===== src/cc_detect_pkg.sv =====
// Constants, register map and carrier types for CC and bus-voltage detection
package cc_detect_pkg;

  // Timing: the debounce unit is derived from the system clock rate
  localparam int unsigned CLK_KHZ = 25000;
  localparam int unsigned DEB_UNIT_US = 100;
  localparam int unsigned DEB_UNIT_CYCLES = DEB_UNIT_US * CLK_KHZ / 1000;
  localparam int unsigned TICK_CNT_W = 12;

  // Widths
  localparam int unsigned CC_THR_N = 4;
  localparam int unsigned VB_THR_N = 2;
  localparam int unsigned DEB_W = 8;
  localparam int unsigned DAC_W = 10;

  // Register byte offsets
  localparam logic [7:0] OFF_CC_CONTROL = 8'h00;
  localparam logic [7:0] OFF_BUS_VOLTAGE_CONTROL = 8'h04;
  localparam logic [7:0] OFF_MATCH_DEBOUNCE = 8'h08;
  localparam logic [7:0] OFF_BUS_VOLTAGE_DEBOUNCE = 8'h0C;
  localparam logic [7:0] OFF_PD_SETTLE_DEBOUNCE = 8'h10;
  localparam logic [7:0] OFF_DEBOUNCE_CLEAR_EN = 8'h14;
  localparam logic [7:0] OFF_SAMPLE_EN = 8'h18;
  localparam logic [7:0] OFF_PIN_IRQ_EN = 8'h1C;
  localparam logic [7:0] OFF_BUS_THR_ZERO = 8'h20;
  localparam logic [7:0] OFF_BUS_THR_ONE = 8'h24;
  localparam logic [7:0] OFF_PIN_RESULT = 8'h28;
  localparam logic [7:0] OFF_PIN_CHANGE = 8'h2C;
  localparam logic [7:0] OFF_BUS_RESULT = 8'h30;
  localparam logic [7:0] OFF_BUS_CHANGE = 8'h34;
  localparam logic [7:0] OFF_BUS_IRQ_EN = 8'h38;
  localparam logic [7:0] OFF_CC_IRQ_STATUS = 8'h3C;
  localparam logic [7:0] OFF_CC_IRQ_EN = 8'h40;
  localparam logic [7:0] OFF_POWER_IRQ_STATUS = 8'h44;
  localparam logic [7:0] OFF_POWER_IRQ_EN = 8'h48;
  localparam logic [7:0] OFF_TOP_STATUS = 8'h4C;
  localparam logic [7:0] OFF_TOP_IRQ_EN = 8'h50;
  localparam logic [7:0] OFF_CLOCK_CONTROL = 8'h54;

  // Field positions in cc_control
  localparam int unsigned CCC_CMP_LSB = 0;
  localparam int unsigned CCC_DEB_EN = 2;
  localparam int unsigned CCC_PD1_LSB = 3;
  localparam int unsigned CCC_PD2_LSB = 5;
  localparam int unsigned CCC_COMM_SEL = 7;
  localparam int unsigned CCC_SINK = 8;
  localparam int unsigned CCC_W = 9;

  // Field positions in bus_voltage_control
  localparam int unsigned BVC_CMP_LSB = 0;
  localparam int unsigned BVC_DEB_EN = 2;
  localparam int unsigned BVC_W = 3;

  // Comparator control code that stops sampling
  localparam logic [1:0] CMP_STOP = 2'h0;

  // Values after reset
  localparam logic [CCC_W-1:0] CC_CONTROL_RST = 9'h000;
  localparam logic [BVC_W-1:0] BUS_CONTROL_RST = 3'h0;
  localparam logic [DEB_W-1:0] DEBOUNCE_RST = 8'h10;
  localparam logic [DAC_W-1:0] BUS_THR_RST = 10'h000;
  localparam logic CLOCK_CONTROL_RST = 1'b1;

  // Raw comparator outputs from the analog front end
  typedef struct packed {
    logic [VB_THR_N-1:0] vbus;
    logic [CC_THR_N-1:0] pin2;
    logic [CC_THR_N-1:0] pin1;
  } cmp_sample_t;

  // Termination and routing controls to the analog front end
  typedef struct packed {
    logic comm_sel;
    logic [1:0] pin2_pulldown;
    logic [1:0] pin1_pulldown;
    logic pin2_pulldown_en;
    logic pin1_pulldown_en;
  } term_ctl_t;

endpackage


===== src/sink_cc_vbus_attach_detect.sv =====
// Sink-side CC and bus-voltage attach/detach detection with APB registers
//
// Local design decisions: the APB register port and the register addresses.
`timescale 1ns/10ps
`default_nettype none
module sink_cc_vbus_attach_detect (
  input wire logic clk,
  input wire logic srst,
  input wire logic psel,
  input wire logic penable,
  input wire logic pwrite,
  input wire logic [7:0] paddr,
  input wire logic [31:0] pwdata,
  output logic [31:0] prdata,
  output logic pready,
  output logic pslverr,
  input wire cc_detect_pkg::cmp_sample_t cmp_raw,
  output cc_detect_pkg::term_ctl_t term,
  output logic [1:0] cc_cmp_select,
  output logic bus_cmp_on,
  output logic [cc_detect_pkg::DAC_W-1:0] bus_thr_zero,
  output logic [cc_detect_pkg::DAC_W-1:0] bus_thr_one,
  output logic hf_osc_en,
  output logic [1:0] charge_level,
  output logic irq_n
);

  localparam int NT = cc_detect_pkg::CC_THR_N;
  localparam int NV = cc_detect_pkg::VB_THR_N;
  localparam int DW = cc_detect_pkg::DEB_W;

  // Control registers
  logic [cc_detect_pkg::CCC_W-1:0] cc_control_r;
  logic [cc_detect_pkg::BVC_W-1:0] bus_voltage_control_r;
  logic [DW-1:0] match_debounce_time_r;
  logic [DW-1:0] bus_voltage_debounce_time_r;
  logic [DW-1:0] pd_settle_debounce_time_r;
  logic [NT-1:0] threshold_debounce_clear_enable_r;
  logic [NT-1:0] threshold_sample_enable_r;
  logic [2*NT-1:0] pin_threshold_irq_enable_r;
  logic [NV-1:0] bus_voltage_result_irq_enable_r;
  logic [2:0] cc_irq_enable_r;
  logic power_irq_enable_r;
  logic [2:0] top_irq_enable_r;
  logic clock_source_control_r;

  // Status registers
  logic [2*NT-1:0] pin_change_status_r;
  logic [NV-1:0] bus_voltage_change_status_r;
  logic [2:0] cc_flags_r;
  logic power_flag_r;
  logic done1_r, done2_r, all_done_d_r;
  logic hf_osc_r;
  logic [cc_detect_pkg::TICK_CNT_W-1:0] tick_cnt_r;
  logic tick_r;
  logic [31:0] prdata_r;

  // Synchronised comparator outputs and debouncer results
  cc_detect_pkg::cmp_sample_t cmp_sync;
  logic [NT-1:0] pin1_threshold_result, pin2_threshold_result;
  logic [NT-1:0] chg1, chg2;
  logic [NV-1:0] bus_voltage_result, vchg;
  logic first1, first2, vfirst;
  logic act1, act2, vact;

  // Bus decode
  wire setup = psel && !penable;
  wire wr = psel && penable && pwrite;
  wire sel_ccc = paddr == cc_detect_pkg::OFF_CC_CONTROL;
  wire sel_bvc = paddr == cc_detect_pkg::OFF_BUS_VOLTAGE_CONTROL;
  wire sel_mdb = paddr == cc_detect_pkg::OFF_MATCH_DEBOUNCE;
  wire sel_vdb = paddr == cc_detect_pkg::OFF_BUS_VOLTAGE_DEBOUNCE;
  wire sel_pdb = paddr == cc_detect_pkg::OFF_PD_SETTLE_DEBOUNCE;
  wire sel_dce = paddr == cc_detect_pkg::OFF_DEBOUNCE_CLEAR_EN;
  wire sel_sen = paddr == cc_detect_pkg::OFF_SAMPLE_EN;
  wire sel_pie = paddr == cc_detect_pkg::OFF_PIN_IRQ_EN;
  wire sel_th0 = paddr == cc_detect_pkg::OFF_BUS_THR_ZERO;
  wire sel_th1 = paddr == cc_detect_pkg::OFF_BUS_THR_ONE;
  wire sel_prs = paddr == cc_detect_pkg::OFF_PIN_RESULT;
  wire sel_pcs = paddr == cc_detect_pkg::OFF_PIN_CHANGE;
  wire sel_brs = paddr == cc_detect_pkg::OFF_BUS_RESULT;
  wire sel_bcs = paddr == cc_detect_pkg::OFF_BUS_CHANGE;
  wire sel_bie = paddr == cc_detect_pkg::OFF_BUS_IRQ_EN;
  wire sel_cis = paddr == cc_detect_pkg::OFF_CC_IRQ_STATUS;
  wire sel_cie = paddr == cc_detect_pkg::OFF_CC_IRQ_EN;
  wire sel_pis = paddr == cc_detect_pkg::OFF_POWER_IRQ_STATUS;
  wire sel_pwe = paddr == cc_detect_pkg::OFF_POWER_IRQ_EN;
  wire sel_tst = paddr == cc_detect_pkg::OFF_TOP_STATUS;
  wire sel_tie = paddr == cc_detect_pkg::OFF_TOP_IRQ_EN;
  wire sel_clk = paddr == cc_detect_pkg::OFF_CLOCK_CONTROL;
  wire mapped = sel_ccc | sel_bvc | sel_mdb | sel_vdb | sel_pdb | sel_dce |
    sel_sen | sel_pie | sel_th0 | sel_th1 | sel_prs | sel_pcs | sel_brs |
    sel_bcs | sel_bie | sel_cis | sel_cie | sel_pis | sel_pwe | sel_tst |
    sel_tie | sel_clk;

  // Comparator control fields; code zero stops sampling
  wire [1:0] cc_cmp = cc_control_r[cc_detect_pkg::CCC_CMP_LSB +: 2];
  wire [1:0] bus_cmp = bus_voltage_control_r[cc_detect_pkg::BVC_CMP_LSB +: 2];
  wire cc_deb_en = cc_control_r[cc_detect_pkg::CCC_DEB_EN];
  wire sink_role = cc_control_r[cc_detect_pkg::CCC_SINK];
  wire run1 = cc_cmp[0] && cc_deb_en;
  wire run2 = cc_cmp[1] && cc_deb_en;
  wire vrun = (bus_cmp != cc_detect_pkg::CMP_STOP) &&
    bus_voltage_control_r[cc_detect_pkg::BVC_DEB_EN];

  // Valid once every selected pin has finished its first debounce
  wire all_done = (run1 || run2) && (done1_r || !run1) &&
    (done2_r || !run2);
  wire valid_set = all_done && !all_done_d_r;
  wire pin1_set = |(chg1 & pin_threshold_irq_enable_r[NT-1:0]);
  wire pin2_set = |(chg2 & pin_threshold_irq_enable_r[2*NT-1:NT]);

  // Summaries; flags are sticky so the pin holds until cleared
  wire cc_summary_irq = |(cc_flags_r & cc_irq_enable_r);
  wire power_summary_irq = power_flag_r & power_irq_enable_r;
  wire bus_voltage_irq =
    |(bus_voltage_change_status_r & bus_voltage_result_irq_enable_r);
  wire [2:0] summaries = {bus_voltage_irq, power_summary_irq, cc_summary_irq};
  wire irq_any = |(summaries & top_irq_enable_r);

  // Highest of CC thresholds 0 to 2 met on either pin gives the advertised current
  wire [NT-1:0] cc_any = pin1_threshold_result | pin2_threshold_result;
  wire [1:0] level_nxt = !sink_role ? 2'h0 : cc_any[2] ? 2'h3 :
    cc_any[1] ? 2'h2 : cc_any[0] ? 2'h1 : 2'h0;

  // Read selection
  wire [31:0] rd_mux =
    sel_ccc ? {23'h0, cc_control_r} :
    sel_bvc ? {29'h0, bus_voltage_control_r} :
    sel_mdb ? {24'h0, match_debounce_time_r} :
    sel_vdb ? {24'h0, bus_voltage_debounce_time_r} :
    sel_pdb ? {24'h0, pd_settle_debounce_time_r} :
    sel_dce ? {28'h0, threshold_debounce_clear_enable_r} :
    sel_sen ? {28'h0, threshold_sample_enable_r} :
    sel_pie ? {24'h0, pin_threshold_irq_enable_r} :
    sel_th0 ? {22'h0, bus_thr_zero} :
    sel_th1 ? {22'h0, bus_thr_one} :
    sel_prs ? {24'h0, pin2_threshold_result, pin1_threshold_result} :
    sel_pcs ? {24'h0, pin_change_status_r} :
    sel_brs ? {30'h0, bus_voltage_result} :
    sel_bcs ? {30'h0, bus_voltage_change_status_r} :
    sel_bie ? {30'h0, bus_voltage_result_irq_enable_r} :
    sel_cis ? {29'h0, cc_flags_r} :
    sel_cie ? {29'h0, cc_irq_enable_r} :
    sel_pis ? {31'h0, power_flag_r} :
    sel_pwe ? {31'h0, power_irq_enable_r} :
    sel_tst ? {26'h0, hf_osc_r, vact, act1 | act2, summaries} :
    sel_tie ? {29'h0, top_irq_enable_r} :
    sel_clk ? {31'h0, clock_source_control_r} : 32'h0;

  // Zero-wait slave; unmapped addresses answer with an error
  assign pready = 1'b1;
  assign pslverr = psel && penable && !mapped;
  assign prdata = prdata_r;

  // Analog controls straight from registers
  assign term.pin1_pulldown_en = sink_role;
  assign term.pin2_pulldown_en = sink_role;
  assign term.pin1_pulldown = cc_control_r[cc_detect_pkg::CCC_PD1_LSB +: 2];
  assign term.pin2_pulldown = cc_control_r[cc_detect_pkg::CCC_PD2_LSB +: 2];
  assign term.comm_sel = cc_control_r[cc_detect_pkg::CCC_COMM_SEL];
  assign cc_cmp_select = cc_cmp;
  assign bus_cmp_on = bus_cmp != cc_detect_pkg::CMP_STOP;
  assign hf_osc_en = hf_osc_r;

  // Comparator outputs are asynchronous to clk
  sync_two_flop #(.W($bits(cc_detect_pkg::cmp_sample_t))) u_sync (
    .clk(clk),
    .srst(srst),
    .d(cmp_raw),
    .q(cmp_sync)
  );

  // Debouncers; sample and clear enables pick the CC thresholds, both bus thresholds always enabled
  threshold_debouncer #(.W(NT), .CW(DW)) u_deb_pin1 (
    .clk(clk),
    .srst(srst),
    .tick(tick_r),
    .run(run1),
    .sample(cmp_sync.pin1),
    .sample_en(threshold_sample_enable_r),
    .clear_en(threshold_debounce_clear_enable_r),
    .interval(match_debounce_time_r),
    .result(pin1_threshold_result),
    .change(chg1),
    .first_done(first1),
    .active(act1)
  );

  threshold_debouncer #(.W(NT), .CW(DW)) u_deb_pin2 (
    .clk(clk),
    .srst(srst),
    .tick(tick_r),
    .run(run2),
    .sample(cmp_sync.pin2),
    .sample_en(threshold_sample_enable_r),
    .clear_en(threshold_debounce_clear_enable_r),
    .interval(match_debounce_time_r),
    .result(pin2_threshold_result),
    .change(chg2),
    .first_done(first2),
    .active(act2)
  );

  threshold_debouncer #(.W(NV), .CW(DW)) u_deb_bus (
    .clk(clk),
    .srst(srst),
    .tick(tick_r),
    .run(vrun),
    .sample(cmp_sync.vbus),
    .sample_en({NV{1'b1}}),
    .clear_en({NV{1'b1}}),
    .interval(bus_voltage_debounce_time_r),
    .result(bus_voltage_result),
    .change(vchg),
    .first_done(vfirst),
    .active(vact)
  );

  // Debounce time base; runs regardless of the fast-oscillator control
  always_ff @(posedge clk) begin
    if (srst || tick_cnt_r ==
        cc_detect_pkg::TICK_CNT_W'(cc_detect_pkg::DEB_UNIT_CYCLES - 1)) begin
      tick_cnt_r <= '0;
    end else begin
      tick_cnt_r <= tick_cnt_r + 1'b1;
    end
  end

  // One-cycle tick per debounce unit
  always_ff @(posedge clk) begin
    if (srst) tick_r <= 1'b0;
    else tick_r <= tick_cnt_r ==
      cc_detect_pkg::TICK_CNT_W'(cc_detect_pkg::DEB_UNIT_CYCLES - 1);
  end

  // Read data captured in the setup cycle
  always_ff @(posedge clk) begin
    if (srst) prdata_r <= 32'h0;
    else if (setup) prdata_r <= rd_mux;
  end

  // Detection control registers
  always_ff @(posedge clk) begin
    if (srst) begin
      cc_control_r <= cc_detect_pkg::CC_CONTROL_RST;
      bus_voltage_control_r <= cc_detect_pkg::BUS_CONTROL_RST;
      match_debounce_time_r <= cc_detect_pkg::DEBOUNCE_RST;
      bus_voltage_debounce_time_r <= cc_detect_pkg::DEBOUNCE_RST;
      pd_settle_debounce_time_r <= cc_detect_pkg::DEBOUNCE_RST;
      threshold_debounce_clear_enable_r <= '0;
      threshold_sample_enable_r <= '0;
      bus_thr_zero <= cc_detect_pkg::BUS_THR_RST;
      bus_thr_one <= cc_detect_pkg::BUS_THR_RST;
    end else if (wr) begin
      if (sel_ccc) cc_control_r <= pwdata[cc_detect_pkg::CCC_W-1:0];
      if (sel_bvc) bus_voltage_control_r <= pwdata[cc_detect_pkg::BVC_W-1:0];
      if (sel_mdb) match_debounce_time_r <= pwdata[DW-1:0];
      if (sel_vdb) bus_voltage_debounce_time_r <= pwdata[DW-1:0];
      if (sel_pdb) pd_settle_debounce_time_r <= pwdata[DW-1:0];
      if (sel_dce) threshold_debounce_clear_enable_r <= pwdata[NT-1:0];
      if (sel_sen) threshold_sample_enable_r <= pwdata[NT-1:0];
      if (sel_th0) bus_thr_zero <= pwdata[cc_detect_pkg::DAC_W-1:0];
      if (sel_th1) bus_thr_one <= pwdata[cc_detect_pkg::DAC_W-1:0];
    end
  end

  // Interrupt enable registers
  always_ff @(posedge clk) begin
    if (srst) begin
      pin_threshold_irq_enable_r <= '0;
      bus_voltage_result_irq_enable_r <= '0;
      cc_irq_enable_r <= 3'h0;
      power_irq_enable_r <= 1'b0;
      top_irq_enable_r <= 3'h0;
    end else if (wr) begin
      if (sel_pie) pin_threshold_irq_enable_r <= pwdata[2*NT-1:0];
      if (sel_bie) bus_voltage_result_irq_enable_r <= pwdata[NV-1:0];
      if (sel_cie) cc_irq_enable_r <= pwdata[2:0];
      if (sel_pwe) power_irq_enable_r <= pwdata[0];
      if (sel_tie) top_irq_enable_r <= pwdata[2:0];
    end
  end

  // Any access wakes the oscillator; clock control may stop it again
  always_ff @(posedge clk) begin
    if (srst) begin
      clock_source_control_r <= cc_detect_pkg::CLOCK_CONTROL_RST;
      hf_osc_r <= cc_detect_pkg::CLOCK_CONTROL_RST;
    end else if (wr && sel_clk) begin
      clock_source_control_r <= pwdata[0];
      hf_osc_r <= pwdata[0];
    end else if (setup) begin
      clock_source_control_r <= 1'b1;
      hf_osc_r <= 1'b1;
    end
  end

  // Initial-debounce tracking for the valid flag
  always_ff @(posedge clk) begin
    if (srst) begin
      done1_r <= 1'b0;
      done2_r <= 1'b0;
      all_done_d_r <= 1'b0;
    end else begin
      done1_r <= run1 && (done1_r || first1);
      done2_r <= run2 && (done2_r || first2);
      all_done_d_r <= all_done;
    end
  end

  // Sticky status, write one to clear; a same-cycle event wins
  always_ff @(posedge clk) begin
    if (srst) begin
      pin_change_status_r <= '0;
      bus_voltage_change_status_r <= '0;
      cc_flags_r <= 3'h0;
      power_flag_r <= 1'b0;
    end else begin
      pin_change_status_r <= (pin_change_status_r &
        ~((wr && sel_pcs) ? pwdata[2*NT-1:0] : '0)) | {chg2, chg1};
      bus_voltage_change_status_r <= (bus_voltage_change_status_r &
        ~((wr && sel_bcs) ? pwdata[NV-1:0] : '0)) | vchg;
      cc_flags_r <= (cc_flags_r & ~((wr && sel_cis) ? pwdata[2:0] : 3'h0)) |
        {pin2_set, pin1_set, valid_set};
      power_flag_r <= (power_flag_r & ~(wr && sel_pis && pwdata[0])) |
        vfirst;
    end
  end

  // Registered pin and charge level outputs
  always_ff @(posedge clk) begin
    if (srst) begin
      irq_n <= 1'b1;
      charge_level <= 2'h0;
    end else begin
      irq_n <= !irq_any;
      charge_level <= level_nxt;
    end
  end

endmodule
`default_nettype wire


===== src/sync_two_flop.sv =====
// Two-flop synchroniser for a vector of independent levels
`timescale 1ns/10ps
`default_nettype none
module sync_two_flop #(
  parameter int W = 1
) (
  input wire logic clk,
  input wire logic srst,
  input wire logic [W-1:0] d,
  output logic [W-1:0] q
);

  logic [W-1:0] meta_r;

  // First stage feeds only the second stage
  always_ff @(posedge clk) begin
    if (srst) begin
      meta_r <= '0;
      q <= '0;
    end else begin
      meta_r <= d;
      q <= meta_r;
    end
  end

endmodule
`default_nettype wire


===== src/threshold_debouncer.sv =====
// Debouncer for a group of comparator thresholds
`timescale 1ns/10ps
`default_nettype none
module threshold_debouncer #(
  parameter int W = 4,
  parameter int CW = 8
) (
  input wire logic clk,
  input wire logic srst,
  input wire logic tick,
  input wire logic run,
  input wire logic [W-1:0] sample,
  input wire logic [W-1:0] sample_en,
  input wire logic [W-1:0] clear_en,
  input wire logic [CW-1:0] interval,
  output logic [W-1:0] result,
  output logic [W-1:0] change,
  output logic first_done,
  output logic active
);

  logic [W-1:0] cand_r;
  logic [CW-1:0] cnt_r;
  logic seen_r;

  // Unsampled thresholds are held at zero
  wire [W-1:0] masked = sample & sample_en;
  wire moved = masked != cand_r;
  wire stable = !moved && (cnt_r >= interval);
  wire [W-1:0] upd = (cand_r ^ result) & clear_en;

  // Widths below one cannot be served; refused at elaboration
  if (W < 1 || CW < 1) begin : g_bad_width
    $error("threshold_debouncer: bad width");
  end

  // Active follows run one cycle later
  always_ff @(posedge clk) begin
    if (srst) active <= 1'b0;
    else active <= run;
  end

  // Count only while the candidate holds; any move restarts
  always_ff @(posedge clk) begin
    if (srst || !run) begin
      cand_r <= '0;
      cnt_r <= '0;
    end else if (moved) begin
      cand_r <= masked;
      cnt_r <= '0;
    end else if (tick && cnt_r < interval) begin
      cnt_r <= cnt_r + 1'b1;
    end
  end

  // First settle loads all; later settles report changes
  always_ff @(posedge clk) begin
    if (srst) begin
      result <= '0;
      seen_r <= 1'b0;
      change <= '0;
      first_done <= 1'b0;
    end else if (!run) begin
      seen_r <= 1'b0;
      change <= '0;
      first_done <= 1'b0;
    end else begin
      change <= '0;
      first_done <= 1'b0;
      if (stable && !seen_r) begin
        result <= cand_r;
        seen_r <= 1'b1;
        first_done <= 1'b1;
      end else if (stable && |upd) begin
        result <= result ^ upd;
        change <= upd;
      end
    end
  end

endmodule
`default_nettype wire

===== config.mk =====
export PLATFORM = sky130hd
export DESIGN_NAME = sink_cc_vbus_attach_detect
export DESIGN_NICKNAME = d
export VERILOG_FILES = /design/src/cc_detect_pkg.sv /design/src/sink_cc_vbus_attach_detect.sv /design/src/sync_two_flop.sv /design/src/threshold_debouncer.sv
export SDC_FILE = /design/constraint.sdc
export NUM_CORES = 1
export LEC_CHECK = 0
export BUFFER_PORTS_ARGS = -buffer_cell sky130_fd_sc_hd__clkbuf_2
export CORE_UTILIZATION = 55
export DETAILED_ROUTE_END_ITERATION = 8
export MAX_ROUTING_LAYER = met4
export PLACE_DENSITY = 0.76
export RECOVER_POWER = 100
export SYNTH_ARGS = -nofsm -noshare
export SYNTH_HDL_FRONTEND = slang
export SYNTH_SLANG_ARGS = --single-unit

===== constraint.sdc =====
create_clock -name clk -period 2.4 [get_ports clk]
set_clock_uncertainty 0.05 [all_clocks]
set_input_delay 0.6 -clock clk [delete_from_list [all_inputs] [get_ports clk]]
set_output_delay 0.6 -clock clk [all_outputs]
set_load 0.02 [all_outputs]

======== After elaboration in Yosys (flattened, before gate mapping) ========
Index checks and enable logic that the tools add are counted.
cells by class
  add/subtract/negate cells ............... 4
  multiply operators ...................... 0
  div/mod/pow operators ................... 0
  magnitude comparators ................... 6
  eq/ne operators ......................... 25
  shift-type cells ........................ 0
  mux-type cells .......................... 39
  bitwise gates (word level) .............. 58
  reduce and logical (&&, ||, !) cells .... 93
operator list
  operator               number
  $mux 10                10
  $eq 8x6->1 const B     8
  $eq 8x7->1 const B     6
  $mux 6                 8
  $reduce_and 2->1       17
  $eq 8x5->1 const B     4
  $logic_and 1x1->1      30
  $reduce_or 4->1        7
  $add 8x1->8 const B    3
  $and 4x4->4            6
  $ge 8x8->1             3
  $lt 8x8->1             3
  $mux 8                 3
  $or 1x1->1             23
  $reduce_or 2->1        9
  $eq 8x4->1 const B     2
  $mux 4                 4
  $xor 4x4->4            4
  $logic_not 1->1        13
  $add 12x1->12 const B  1
  $eq 12x12->1 const B   1
  $mux 2                 5
  $reduce_bool 2->1      5
  $and 3x3->3            3
  other kinds (19)       47
word-level totals
  register bits after elaboration ......... 230
  latch bits .............................. 0
  RAM bits ................................ 0
  bits in read-only memories .............. 0
  logic and storage cells ................. 275
  memories ................................ 0

======== Longest topological paths before layout ========
  depth after elaboration ................. 24
  depth in mapped cells ................... 9
  gate-level depth less buffers ........... 9

======== Modules after synthesis ========
Synthesis repeated with hierarchy kept, for this count alone.
second synthesis, totals
  cell total of the unflattened synthesis .. 1,252
  area total of the unflattened synthesis .. 10,266.1 µm²
modules (own cells, without submodules)
  module                                instances  cells each  area an instance (µm²)
  sink_cc_vbus_attach_detect            1          825         6,329.8
  threshold_debouncer (u_deb_pin1 ...)  2          137         1,193.6
  threshold_debouncer (u_deb_bus)       1          111         930.9
  sync_two_flop                         1          42          618.1

======== Least setup slack after synthesis ========
No wires, ideal clock.
  path type ............................... input-to-output
  from .................................... input port paddr[3]
  to ...................................... output port pslverr
  data arrival time ....................... 1,570 ps
  setup slack ............................. 180 ps
  stages on the path ...................... 5
  cells stage by stage .................... clkbuf_1 buf_2 a21oi_1 nor2b_1 o311a_1
between the ends
  cells in the longest elaborated chain, start to end .. 24
  elaborated cells on any way between the ends .. 45
  classes of those cells .................. eq/ne (21); bitwise (21); reduce/logical (3)
RTL lines
  what                                           RTL line                                                            source
  start, declared                                sink_cc_vbus_attach_detect.sv:12                                    input wire logic [7:0] paddr,
  $eq 8x3->1 or $logic_not 8->1 (tied branches)  sink_cc_vbus_attach_detect.sv:70, sink_cc_vbus_attach_detect.sv:69
  $or 1x1->1 (6 in series)                       sink_cc_vbus_attach_detect.sv:91                                    wire mapped = sel_ccc | sel_bvc | sel_mdb | sel_vdb | sel_pdb | sel_dce |
  $or 1x1->1 (7 in series)                       sink_cc_vbus_attach_detect.sv:92                                    sel_sen | sel_pie | sel_th0 | sel_th1 | sel_prs | sel_pcs | sel_brs |
  $or 1x1->1 (7 in series)                       sink_cc_vbus_attach_detect.sv:93                                    sel_bcs | sel_bie | sel_cis | sel_cie | sel_pis | sel_pwe | sel_tst |
  $or 1x1->1 (*)                                 sink_cc_vbus_attach_detect.sv:94                                    sel_tie | sel_clk;
  $logic_not 1->1 (*)                            sink_cc_vbus_attach_detect.sv:153                                   assign pslverr = psel && penable && !mapped;
  $logic_and 1x1->1 (*)                          sink_cc_vbus_attach_detect.sv:153
  end, declared                                  sink_cc_vbus_attach_detect.sv:16                                    output logic pslverr,
Every way passes the cells marked *; elsewhere a longest branch is shown, timed or not.

======== Worst setup path after layout ========
  from .................................... input port paddr[1]
  to ...................................... output port pslverr
The elaborated chain is that of the path after synthesis.

==> impl_summary.log <==
[metrics] worst slew margin relative to its limit: 0.520
[metrics] relative contribution of combinational cells to total power: 0.050
[metrics] Post-synth ARST share: 0
[metrics] gpl congestion: ~0.97
[metrics] internal power summed over all cells: 6.21 mW
[metrics] fraction of power consumed by sequential logic: 0.440
[metrics] top achievable clock speed: approximately 0.43 GHz
[metrics] Tmin final: roughly 2.3 ns
[metrics] clock transition time at the flip-flop clock pins of the worst setup and hold paths: 0.06 ns
[metrics] Syn Inst Count: around 1.2k
[metrics] critical path class: in2out
[metrics] outcome: completed
[metrics] routed length per instance: about 18 um
[metrics] number of pins exceeding their max-slew limit in the final report: 0
[metrics] launch point of the critical path: paddr[1]
[metrics] Clk Tree Root Cell: clkbuf_16
[metrics] total area of multi-input combinational cells: 5350 um^2
[metrics] Max Cap Viol: 0
[metrics] Worst Setup End Kind: primary output
[metrics] detailed-router iteration count before antenna repair: 5
[metrics] reg-to-reg slack, setup: about 0.11 ns
[metrics] worst hold path startpoint: cmp_raw[8]
[metrics] cts bufs inserted: 23
[metrics] row count: 49
[metrics] switching share of power: 0.218
[metrics] I/O pin total: between 100 and 150
[metrics] worst-path fanout max: 3
[metrics] insertion delay of the later-clocked pin in the worst-skew pair: approximately 0.52 ns
[metrics] number of cells on the worst hold path: 2
[metrics] number of global-route vias before repair: around 8.4k
[metrics] Hold Violations, Final: 0
[metrics] Net Sw Power: 1.74 mW
[metrics] RR Endpoint: u_deb_pin2.cnt_r[6]$_SDFFE_PP0P_
[metrics] combined global-route utilization of all metal layers: 0.316
[metrics] pin count of the biggest net entering global routing: about 120
[metrics] NumNets Final: around 1.4k
[metrics] total of warnings raised by yosys: 0
[metrics] share of cells above drive strength 1: 0.137
[metrics] fin crit share: 0.969
[metrics] dominant cell type by count on the critical path: clkbuf_2
[metrics] count of unique library cells instantiated by Yosys: 75
[metrics] flip-flop cell with the highest count after synthesis: dfxtp_1
[metrics] number of flops mapped to enable cells by yosys: 0
[metrics] pin slew with the least headroom to its limit: 0.720 ns
[metrics] minimum hold slack: between 0.2 and 0.25 ns
[metrics] Placeable Area: ~18000 um^2
[metrics] antenna viol nets, final: 0
[metrics] mapped cell area: about 10000 um^2
[metrics] reported leakage power: approximately 4.4 nW
[metrics] wire length of the first global-routing pass: 44.5 mm
[metrics] total negative slack for setup checks: 0 ns
[metrics] final count of negative-setup-slack endpoints: 0
[metrics] element type at the critical path start: input pin
[metrics] Die Outline Area: 18800 um^2
[metrics] clock share of power: 0.511
[metrics] area delta synth->final: 17.5%
[metrics] crit path max-delay cell type: o311a_1
[metrics] Post-route DRC: 0
[metrics] depth of the worst register-to-register path: 9
[metrics] hpwl dp: roughly 21 mm
[metrics] delay of the slowest cell on the worst path: 0.34 ns
[metrics] end of the worst hold path: u_sync.meta_r[8]$_SDFF_PP0_
[metrics] crit path cell chain: clkbuf_2 > or2_1 > buf_4 > o311a_1 > clkbuf_2
[metrics] detail-routed via count per cell: roughly 5.8
[metrics] Routed WL: 29.0 mm
[metrics] clock tree from TritonCTS: done
[metrics] number of levels the H-tree was split into: 1
[metrics] #FFs+latches synth: between 200 and 250
[metrics] Power Density: between 600 and 700 nW/um^2
[metrics] antenna violations before repair: 1
[metrics] Sequential Area: roughly 4200 um^2
[metrics] synthesized area per cell: 8.10 um^2
[metrics] sum of overflow across all layers after global routing: 0
[metrics] Max clock buf depth: 3
[metrics] die height: 137 um
[metrics] Data required, critical path: about 1.8 ns
[metrics] total power consumption of the routed design: roughly 7.9 mW
[metrics] FF-to-FF Start: match_debounce_time_r[1]$_SDFFE_PP0P_
[metrics] arrival time reported for the critical path endpoint: 1.67 ns
[metrics] Die Width: between 100 and 150 um
[metrics] via count: just over 9k
[metrics] Filler cells: roughly 1.5k
[metrics] Starting Density: 0.560
[metrics] Worst IR Drop VDD: roughly 1100 uV
[metrics] type of the tightest min-delay check: in2reg
[metrics] iteration-0 DRC count of the detailed router: roughly 900
[metrics] number of buffers added on ports: 77
[metrics] number of sinks driven by the clock tree: 208
[metrics] number of buffers inserted by hold repair at cts: 0
[metrics] portion of the post-synthesis area used by sequential elements: 0.414
==> cell usage after synthesis (4+ instances only) <==
master    number  area [um^2]
a211oi_1       5         37.5
a21bo_2        8         80.1
a21o_1         6         45.0
a21oi_1      135          676
a22oi_1       10         75.1
a311oi_1       4         35.0
and2_1         4         25.0
and3_1         8         50.1
buf_2         14         70.1
buf_4         34          255
clkbuf_1      43          161
dfxtp_1      208         4160
ha_1          28          350
inv_1         35          131
mux2i_1       24          240
nand2_1      213          800
nand2b_1       9         56.3
nand3_1       60          300
nand4_1       22          138
nor2_1       130          488
nor2b_1       33          206
nor3_1        13         65.1
nor3_2         4         40.0
nor3b_1        5         37.5
nor4b_1        4         35.0
o21a_1        11         82.6
o21ai_0       21          105
o21ai_1        8         40.0
o22ai_1       10         62.6
o31ai_1        8         60.1
or4_1          4         30.0
xnor2_1       15          131
xor2_1        29          254
==> worst max-delay path by stage <==
| stage | endpoint | slack, ns | cells past startpoint |
|---|---|---|---|
| 5_1_grt | u_deb_pin2.cnt_r[6]$_SDFFE_PP0P_ | -0.03 | 9 |
| 2_1_floorplan | pslverr | 0.18 | 5 |
| 3_5_place_dp | pd_settle_debounce_time_r[7]$_SDFFE_PP0P_ | -0.01 | 9 |
| 6_report | pslverr | 0.08 | 5 |
| 4_1_cts | flop | 0.003 | 9 |
| 3_3_place_gp | pd_settle_debounce_time_r[0]$_SDFFE_PP0P_ | 0.009 | 9 |
==> registers in the layout, summed over array words and instances, names as in the netlist, 8 cells and up, named ones only <==
| register | cells |
|---|---|
| u_deb_pin1.cnt_r | 8 |
| pin_change_status_r | 8 |
| pin_threshold_irq_enable_r | 8 |
| pd_settle_debounce_time_r | 8 |
| bus_thr_one | 10 |
| u_deb_bus.cnt_r | 8 |
| tick_cnt_r | 12 |
| cc_control_r | 9 |
| bus_thr_zero | 10 |
| bus_voltage_debounce_time_r | 8 |
| prdata | 10 |
| u_sync.meta_r | 10 |
| u_deb_pin2.cnt_r | 8 |
| match_debounce_time_r | 8 |
| u_sync.q | 10 |
==> power by group through the flow <==
stage | logic, mW | registers (mW) | clock network [mW]
after floorplan | 0.263 | 3.57 | 0
after global placement | 0.393 | 3.57 | 0
after detailed placement | 0.395 | 3.57 | 0
after CTS | 0.397 | 3.49 | 4.09
after global routing | 0.423 | 3.49 | 4.26
final | 0.394 | 3.49 | 4.06
==> timing repair <==
action,4_1_cts,5_1_grt
gates resized for setup,0,13
setup buffers,0,0
endpoints found under the setup margin,0,15
==> routing by layer <==
metal | GRT usage | vias up | share of wire
li1 | - | 4475 | -
met1 | 0.394 | 4355 | 0.42
met2 | 0.505 | 412 | 0.46
met3 | 0.0636 | 72 | 0.085
met4 | 0.118 | 0 | 0.032
met5 | - | - | 0
==> per-stage QoR <==
| stage | setup slack, ns | instance area, um^2 | util | cells |
|---|---|---|---|---|
| finish | 0.0751 | 11800 | 0.658 | 1605 |
| CTS | 0.00277 | 11900 | 0.664 | 1604 |
| detailed placement | -0.0145 | 11000 | 0.615 | 1564 |
| global placement | 0.00942 | 11000 | 0.615 | 1564 |
| global route | -0.0316 | 11800 | 0.658 | 1605 |
| floorplan | 0.180 | 10100 | - | 1264 |
==> cell type report <==
| type | instances | area share |
|---|---|---|
| multi-input cells | 923 | 0.452 |
| flip-flops and latches | 208 | 0.352 |
| clock buffers | 27 | 0.0525 |
| well taps | 229 | 0.0242 |
| clock inverters | 13 | 0.0218 |
| inverters | 35 | 0.0111 |
| diodes | 1 | 0.000212 |
| repair buffers | 169 | 0.0856 |
==> layout by cell type (no fill, tap or decap), types with 11 or more instances in the layout <==
cell         n
nand2_1    213
dfxtp_1    206
a21oi_1    134
nor2_1     130
buf_4       70
nand3_1     60
clkbuf_1    58
clkbuf_2    37
inv_1       35
nor2b_1     31
xor2_1      29
ha_1        28
mux2i_1     24
conb_1      23
clkbuf_16   23
nand4_1     22
o21ai_0     21
nor3_1      16
xnor2_1     15
o21a_1      11
==> critical path, delay by kind of cell <==
| family | cells | cell delay [ns] |
|---|---|---|
| buffers and inverters | 3 | 0.45 |
| AO/OA/AOI/OAI | 1 | 0.34 |
| AND/OR/NAND/NOR | 1 | 0.28 |
==> cell families (layout without fill, tap and decap cells) <==
kind of cell             after synthesis  after routing  synth area share
multiplexers                          29             29            0.0317
adder cells (fa/ha/maj)               28             28            0.0348
AO/OA/AOI/OAI                        263            263             0.163
AND/OR/NAND/NOR                      536            536             0.253
XOR/XNOR                              44             44            0.0383
other                                  2             24          0.000746
buffers and inverters                133            244            0.0651
flip-flops                           208            208             0.414
No activity file was read; power rests on OpenSTA's default activity.
